## src/rtl/dgcs_consts.vh

```
// Register offsets, field positions and reset values of the config/status group
`ifndef DGCS_CONSTS_VH
`define DGCS_CONSTS_VH

`define DGCS_ADDR_W 8
`define DGCS_DATA_W 8
`define DGCS_OFF_GENCFG 8'h02
`define DGCS_OFF_REV 8'h03
`define DGCS_OFF_STS 8'h04
`define DGCS_OFF_LIM_HI 8'h05
`define DGCS_OFF_LIM_LO 8'h06

`define DGCS_GEN_RSV_HI 7
`define DGCS_GEN_RSV_LO 6
`define DGCS_GEN_PROXY 5
`define DGCS_GEN_UNLK_POL 4
`define DGCS_GEN_OUT_EN 3
`define DGCS_GEN_IDLE_SEL 2
`define DGCS_GEN_PAR_EN 1
`define DGCS_GEN_REF_OVR 0
`define DGCS_GEN_RESET 8'h1e

`define DGCS_STS_CKSUM 7
`define DGCS_STS_INIT 6
`define DGCS_STS_REFVAL 4
`define DGCS_STS_PASS 3
`define DGCS_STS_LOCK 2
`define DGCS_STS_RSV_LOW 2'h3

`define DGCS_LIM_HI_RESET 8'h01
`define DGCS_LIM_LO_RESET 8'h00

`define DGCS_RD_ZERO 8'h00
`define DGCS_ERRCNT_ZERO 16'h0000
`define DGCS_ERRCNT_ONE 16'h0001
`define DGCS_ERRCNT_MAX 16'hffff

// Camera output port states
`define DGCS_OUT_NORMAL 2'h0
`define DGCS_OUT_HIZ 2'h1
`define DGCS_OUT_LP11 2'h2
`define DGCS_OUT_HS0 2'h3

`endif

```

## src/rtl/dgcs_config_status.v

```verilog
// General configuration and status register group of the deserializer hub
`timescale 1ns/1ps
`default_nettype none
`include "dgcs_consts.vh"

// Operation
// - Proxy host passes remote I2C only when enabled
// - Policy zero, no lock: output port high-impedance
// - Policy one, no lock, idle select one, drive enabled: port runs, LP-11 idle
// - Policy one: port follows its transmit control unless idle select one with drive disabled
// - Idle select one, drive disabled: outputs high-impedance
// - Policy one, lock low, idle select zero: outputs HS-0
// - Parity checked only while enable set; default on
// - Override forces reference clock reported present
// - Checksum status set after init if valid
// - Load complete bit set once init finished
// - Frequency valid only between 12 and 64 MHz
// - Pass status bit mirrors pass pin
// - Lock status bit mirrors lock pin
// - Per-port parity fault when errors reach limit
// - Limit high byte register, reset 0x01
// - Limit low byte register, reset zero
module dgcs_config_status #(
  parameter NUM_RX = 2,
  parameter NUM_TX = 2,
  parameter [3:0] SILICON_REVISION = 4'h5, // Arbitrary value
  parameter [3:0] MASK_REVISION = 4'h9 // Arbitrary value
) (
  input wire clk,
  input wire rst,
  // Register access port
  input wire reg_wr,
  input wire reg_rd,
  input wire [`DGCS_ADDR_W-1:0] reg_addr,
  input wire [`DGCS_DATA_W-1:0] reg_wdata,
  output reg [`DGCS_DATA_W-1:0] reg_rdata,
  // Device state inputs, from other clock domains or pins
  input wire init_done,
  input wire cksum_valid,
  input wire ref_detect,
  input wire ref_freq_in_range,
  input wire pass_pin,
  input wire lock_pin,
  input wire [NUM_RX-1:0] rx_lock,
  input wire [NUM_RX*NUM_TX-1:0] port_assign,
  // Parity error events from the receive ports, same clock
  input wire [NUM_RX-1:0] rx_parity_err,
  input wire [NUM_RX-1:0] parity_fault_clr,
  // Remote I2C proxy gating
  input wire remote_i2c_req,
  output wire remote_i2c_grant,
  output wire remote_i2c_block,
  // Camera transmit side
  input wire [NUM_TX-1:0] tx_ctrl_enable,
  output reg [2*NUM_TX-1:0] tx_out_state,
  output reg [NUM_TX-1:0] tx_run,
  // Configuration outputs
  output wire parity_check_en,
  output wire ref_present,
  output wire [15:0] parity_error_limit,
  output reg [NUM_RX-1:0] parity_fault
);

  reg [`DGCS_DATA_W-1:0] gencfg_q;
  reg [`DGCS_DATA_W-1:0] lim_hi_q;
  reg [`DGCS_DATA_W-1:0] lim_lo_q;
  reg [15:0] err_cnt_q [0:NUM_RX-1];

  // Two-flop synchronisers for asynchronous status levels
  reg [4:0] sync1_q;
  reg [4:0] sync2_q;
  reg [NUM_RX-1:0] lock_s1_q;
  reg [NUM_RX-1:0] lock_s2_q;

  wire init_s = sync2_q[0];
  wire cksum_s = sync2_q[1];
  wire ref_det_s = sync2_q[2];
  wire pass_s = sync2_q[3];
  wire lockpin_s = sync2_q[4];
  reg ref_valid_q;
  reg init_q;
  reg cksum_q;

  always @(posedge clk or posedge rst)
  begin
    if (rst)
    begin
      sync1_q <= 5'h00;
      sync2_q <= 5'h00;
      lock_s1_q <= {NUM_RX{1'b0}};
      lock_s2_q <= {NUM_RX{1'b0}};
      ref_valid_q <= 1'b0;
    end
    else
    begin
      sync1_q <= {lock_pin, pass_pin, ref_detect, cksum_valid, init_done};
      sync2_q <= sync1_q;
      lock_s1_q <= rx_lock;
      lock_s2_q <= lock_s1_q;
      // Range detector result, sampled through the synchroniser below
      ref_valid_q <= ref_freq_in_range;
    end
  end

  // Frequency valid needs its own second stage
  reg ref_valid_s_q;
  always @(posedge clk or posedge rst)
  begin
    if (rst)
      ref_valid_s_q <= 1'b0;
    else
      ref_valid_s_q <= ref_valid_q;
  end

  // Checksum result is captured when init completes, not before
  always @(posedge clk or posedge rst)
  begin
    if (rst)
    begin
      init_q <= 1'b0;
      cksum_q <= 1'b0;
    end
    else
    begin
      init_q <= init_s;
      if (init_s && !init_q)
        cksum_q <= cksum_s;
      else if (!init_s)
        cksum_q <= 1'b0;
    end
  end

  // Register writes; read-only offsets fall through untouched
  always @(posedge clk or posedge rst)
  begin
    if (rst)
    begin
      gencfg_q <= `DGCS_GEN_RESET;
      lim_hi_q <= `DGCS_LIM_HI_RESET;
      lim_lo_q <= `DGCS_LIM_LO_RESET;
    end
    else if (reg_wr)
    begin
      case (reg_addr)
        `DGCS_OFF_GENCFG: gencfg_q <= reg_wdata;
        `DGCS_OFF_LIM_HI: lim_hi_q <= reg_wdata;
        `DGCS_OFF_LIM_LO: lim_lo_q <= reg_wdata;
        default: ;
      endcase
    end
  end

  assign parity_error_limit = {lim_hi_q, lim_lo_q};

  wire proxy_en = gencfg_q[`DGCS_GEN_PROXY];
  wire unlk_pol = gencfg_q[`DGCS_GEN_UNLK_POL];
  wire out_en = gencfg_q[`DGCS_GEN_OUT_EN];
  wire idle_sel = gencfg_q[`DGCS_GEN_IDLE_SEL];

  assign remote_i2c_grant = remote_i2c_req & proxy_en;
  assign remote_i2c_block = remote_i2c_req & ~proxy_en;
  assign parity_check_en = gencfg_q[`DGCS_GEN_PAR_EN];
  assign ref_present = gencfg_q[`DGCS_GEN_REF_OVR] | ref_det_s;

  // Status register image
  wire [`DGCS_DATA_W-1:0] sts_img;
  assign sts_img = {cksum_q, init_q, 1'b0, ref_valid_s_q,
    pass_s, lockpin_s, `DGCS_STS_RSV_LOW};

  // Camera output port policy, one decision per port
  genvar t;
  generate
    for (t = 0; t < NUM_TX; t = t + 1)
    begin : g_tx
      wire any_lock;
      assign any_lock = |(lock_s2_q & port_assign[t*NUM_RX +: NUM_RX]);
      always @(posedge clk or posedge rst)
      begin
        if (rst)
        begin
          tx_out_state[2*t +: 2] <= `DGCS_OUT_HIZ;
          tx_run[t] <= 1'b0;
        end
        else if (idle_sel && !out_en)
        begin
          // Drive disable with idle select one overrides every other choice
          tx_out_state[2*t +: 2] <= `DGCS_OUT_HIZ;
          tx_run[t] <= 1'b0;
        end
        else if (!any_lock && !unlk_pol)
        begin
          tx_out_state[2*t +: 2] <= `DGCS_OUT_HIZ;
          tx_run[t] <= 1'b0;
        end
        else if (!any_lock && !idle_sel)
        begin
          tx_out_state[2*t +: 2] <= `DGCS_OUT_HS0;
          tx_run[t] <= tx_ctrl_enable[t];
        end
        else if (!any_lock)
        begin
          tx_out_state[2*t +: 2] <= `DGCS_OUT_LP11;
          tx_run[t] <= tx_ctrl_enable[t];
        end
        else
        begin
          tx_out_state[2*t +: 2] <= `DGCS_OUT_NORMAL;
          tx_run[t] <= tx_ctrl_enable[t];
        end
      end
    end
  endgenerate

  // Per-port parity error counters and sticky fault flags
  genvar p;
  generate
    for (p = 0; p < NUM_RX; p = p + 1)
    begin : g_rx
      wire count_err;
      wire [15:0] cnt_next;
      assign count_err = rx_parity_err[p] & parity_check_en;
      // Counter saturates so a long burst never wraps below the limit
      assign cnt_next = (err_cnt_q[p] == `DGCS_ERRCNT_MAX) ? err_cnt_q[p]
        : err_cnt_q[p] + `DGCS_ERRCNT_ONE;
      always @(posedge clk or posedge rst)
      begin
        if (rst)
        begin
          err_cnt_q[p] <= `DGCS_ERRCNT_ZERO;
          parity_fault[p] <= 1'b0;
        end
        else
        begin
          if (parity_fault_clr[p] && !count_err)
            err_cnt_q[p] <= `DGCS_ERRCNT_ZERO;
          else if (count_err)
            err_cnt_q[p] <= cnt_next;
          // Set wins over a clear in the same cycle; a clear with no new
          // error also empties the counter, so the stale count must not re-set
          if (err_cnt_q[p] >= parity_error_limit && !parity_fault_clr[p])
            parity_fault[p] <= 1'b1;
          else if (count_err && cnt_next >= parity_error_limit)
            parity_fault[p] <= 1'b1;
          else if (parity_fault_clr[p])
            parity_fault[p] <= 1'b0;
        end
      end
    end
  endgenerate

  // Registered read data; unmapped offsets read zero
  always @(posedge clk or posedge rst)
  begin
    if (rst)
      reg_rdata <= `DGCS_RD_ZERO;
    else if (reg_rd)
    begin
      case (reg_addr)
        `DGCS_OFF_GENCFG: reg_rdata <= gencfg_q;
        `DGCS_OFF_REV: reg_rdata <= {SILICON_REVISION, MASK_REVISION};
        `DGCS_OFF_STS: reg_rdata <= sts_img;
        `DGCS_OFF_LIM_HI: reg_rdata <= lim_hi_q;
        `DGCS_OFF_LIM_LO: reg_rdata <= lim_lo_q;
        default: reg_rdata <= `DGCS_RD_ZERO;
      endcase
    end
  end

endmodule // dgcs_config_status
`default_nettype wire

```

## config.mk

```make
export PLATFORM = sky130hd
export DESIGN_NAME = dgcs_config_status
export DESIGN_NICKNAME = d
export VERILOG_FILES = /design/src/rtl/dgcs_config_status.v
export VERILOG_INCLUDE_DIRS = /design/src /design/src/rtl
export SDC_FILE = /design/constraint.sdc
export NUM_CORES = 1
export LEC_CHECK = 0
export ABC_AREA = 1
export BUFFER_PORTS_ARGS = -buffer_cell sky130_fd_sc_hd__buf_2
export CAP_MARGIN = 15
export CORE_ASPECT_RATIO = 1.4
export CORE_UTILIZATION = 55
export DETAILED_ROUTE_END_ITERATION = 8
export PLACE_DENSITY_LB_ADDON = 0.12
export SYNTH_ARGS = -nofsm -noshare
export SYNTH_HDL_FRONTEND = slang
export SYNTH_SLANG_ARGS = --single-unit
export TNS_END_PERCENT = 30
```

## constraint.sdc

```tcl
create_clock -name clk -period 3.1 [get_ports clk]
set_input_delay 0.31 -clock clk [delete_from_list [all_inputs] [get_ports clk]]
set_output_delay 0.31 -clock clk [all_outputs]
set_load 0.02 [all_outputs]
```

==> impl_metrics.ini <==
[worst_setup_path]
slowest_delay_ns = 0.44
rr_startpoint = err_cnt_q[1]$_DFFE_PP0P_
start_kind = register
crit_arrival_ns = 3.01
crit_chain = ha_1 > nand2_1 > nor2_2 > nand4_2 > o21ai_0 > ha_1 > nand2_1 > nand2_1 > nand2_1 > nand2_1 > a21oi_1 > nand2_1 > nand2_1 > nand2_1 > nand2_1 > nand2_1
endpoint_kind = register
critPathSlowestCell = dfrtp_1
critPathMaxFanout = 19
crit_type = reg -> reg
cpMostUsedCell = nand2_1
crit_start = err_cnt_q[1]$_DFFE_PP0P_
cp.required_ns = 3.34

[floorplanning]
rows = 45
start_util_pct = 56.3
core_region_area_um2 = 10800
dieArea_um2 = 11400
ios = 75
die_w_um = 90.7
die_h_um = 126

[finish]
drive_gt1_share_pct = 14.5
finalNetCount = 984
syn_to_final_growth_pct = 13.5
fin_util_pct = 63.9
antennaDiodeCount = 0

[timing]
fin_ws_ns = 0.331
rsz0062_at_grt = no
hold-worst-slack_ns = 0.0648
setup_violations = 0
period_minus_slack_ns = 2.77
max_slew_margin_pct = 47.4
hold_viol = 0
period_share_pct = 89.3
maxSlewViolCount = 0
tightest_slew_ns = 0.788
finalSetupTns_ns = 0
finalClockSkew_ns = 0.00657
max_freq_mhz = 361

[place]
pre_cts_slack_ns = 0.384
dp_hpwl_um = 11900
place.gp.congestion = 0.934
io_buffers = 74

[yosys]
synth_seq_area_share_pct = 37.3
synth-seq-cells = 90
synth_cells = 801
avgSynthCellArea_um2 = 7.56
yosysWarningCount = 0
syn_area_um2 = 6060
synth_cell_type_count = 39
synth.net_count = 906

[drt]
vias = 5516
wire_per_inst_um = 15.1
ant_nets = 0
route.detailed.drc = 0
dr.pass1.iters = 5
drt_iter0_markers = 367
via_per_inst = 5.38
wl_um = 15500

[global_route]
grt_pass1_wl_um = 25300
grt_overflow_total = 0
antenna_found_initial = 0
grt_pass1_vias = 5330
grt_max_degree = 47
grt_usage_pct = 28.4

[clocking]
cts_resized = 0
clockBufferDepth = 2
cts_made_buffers = 9
tritoncts = built
cts_hold_buf = 0
ctsHtreeMaxLevel = 3
insertion_delay_ns = 0.35
cts_sinks = 90
cts.reportedPaths.clkPinSlew_ns = 0.07
cts-root-buf = clkbuf_16
cts_setup_buffers = 0

[power]
leakagePower_nw = 3.86
irDropWorstVdd_v = 0.000366
power.total_w = 0.00284
power_density_nw_per_um2 = 414

[min_path]
hold_start = ref_detect
hold_path_class = in -> reg

[flow_run]
cap_violations = 0

[run_status]
run_status = complete, no violations
## layout by cell type, fill, tap and decap left out, drive strengths merged
cell / n
a22o: 4
a21oi: 28
inv: 105
nor3: 15
nand4: 5
ha: 66
nand3b: 2
o21bai: 5
nand2: 277
or2: 1
nor2: 66
dfstp: 7
o21a: 2
clkbuf: 11
o2111ai: 1
bufinv: 1
nand3: 45
a21o: 1
o21ai: 53
and2: 5
xor2: 18
buf: 77
o211ai: 1
clkinv: 3
dfrtp: 83
xnor2: 2
## cells in the mapped netlist
cell type	count	area [um^2]
clkbuf_1	1	3.75
nand4_2	1	12.5
nor2_8	1	20.0
a21oi_1	28	140
a22o_1	4	35.0
buf_6	4	45.0
nand3_1	43	215
o21ai_1	5	25.0
or2_2	1	6.26
buf_4	1	7.51
and2_1	5	31.3
o21ai_0	46	230
buf_12	1	20.0
nor2_1	63	236
o21ai_2	2	17.5
o2111ai_1	1	8.76
buf_2	3	15.0
dfrtp_1	83	2080
o211ai_1	1	7.51
nand3_2	1	10.0
nand4_1	4	25.0
inv_1	99	372
nand2_2	7	43.8
nand3_4	1	17.5
dfstp_2	7	184
nor2_2	2	12.5
o21bai_1	5	37.5
a21o_1	1	7.51
nor3_2	1	10.0
ha_1	66	826
xor2_1	18	158
inv_2	5	18.8
nand2_1	268	1010
nor3_4	3	48.8
nor3_1	11	55.1
nand2_4	2	22.5
xnor2_1	2	17.5
o21a_1	2	15.0
nand3b_1	2	15.0
## cells by family (layout without fill, tap and decap cells)
| family | after synthesis | in the layout | synth area share [%] |
|---|---|---|---|
| flops | 90 | 90 | 37.3 |
| simple gates | 416 | 416 | 29.5 |
| buf+inv | 114 | 197 | 7.95 |
| compound gates | 95 | 95 | 8.66 |
| xor+xnor | 20 | 20 | 2.89 |
| fa+ha+maj | 66 | 66 | 13.6 |
## final cells by class
cell class	count	area, um^2
multi-input cells	597	3310
well taps	141	176
clock inverters	5	70.1
clock buffers	11	253
flip-flops and latches	90	2260
inverters	104	392
repair buffers	77	405
fillers	920	3880
## where the power goes
part / internal (W) / switching (W) / leakage [nW] / total, W
registers: 0.00123 / 0.0000443 / 1.17 / 0.00127
clock network: 0.000683 / 0.000492 / 0.160 / 0.00117
logic: 0.000139 / 0.000257 / 2.53 / 0.000396
## metal layers
layer  wire, um  track usage [%]
met4        697             14.4
met5          0                0
met3        663             4.53
met2       7890             50.2
met1       6230             32.9
## through the flow
step	instance area, um^2	std cells
2_1_floorplan	6060	801
3_3_place_gp	6550	1009
3_5_place_dp	6550	1009
4_1_cts	6870	1025
5_1_grt	6870	1025
6_report	6870	1025
## worst max-delay path: cells and delay by family (launching register included)
kind | cells | cell delay [ns]
flops | 1 | 0.44
simple gates | 12 | 1.22
fa+ha+maj | 2 | 0.57
compound gates | 2 | 0.42
## worst paths after layout
path | endpoint | slack [ns] | cells after the start
min reg2reg | sync2_q[3]$_DFF_PP0_ | 0.35 | 0
min | sync1_q[2]$_DFF_PP0_ | 0.06 | 1
min in group asynchronous | reg_rdata[6]$_DFFE_PP0P_ | 0.07 | 2
max in group asynchronous | tx_out_state[0]$_DFF_PP1_ | 2.26 | 3
max | parity_fault[1]$_DFFE_PP0P_ | 0.33 | 16
max reg2reg | parity_fault[1]$_DFFE_PP0P_ | 0.33 | 16
## sequential cells by signal (all words and copies together) (netlist names)
name / flops
reg_rdata: 8
init_q: 1
ref_valid_s_q: 1
lim_hi_q: 8
sync2_q: 5
err_cnt_q: 32
tx_out_state: 4
sync1_q: 5
lim_lo_q: 8
cksum_q: 1
lock_s1_q: 2
ref_valid_q: 1
lock_s2_q: 2
tx_run: 2
gencfg_q: 8
parity_fault: 2
Power figures use the tool's default switching activity.
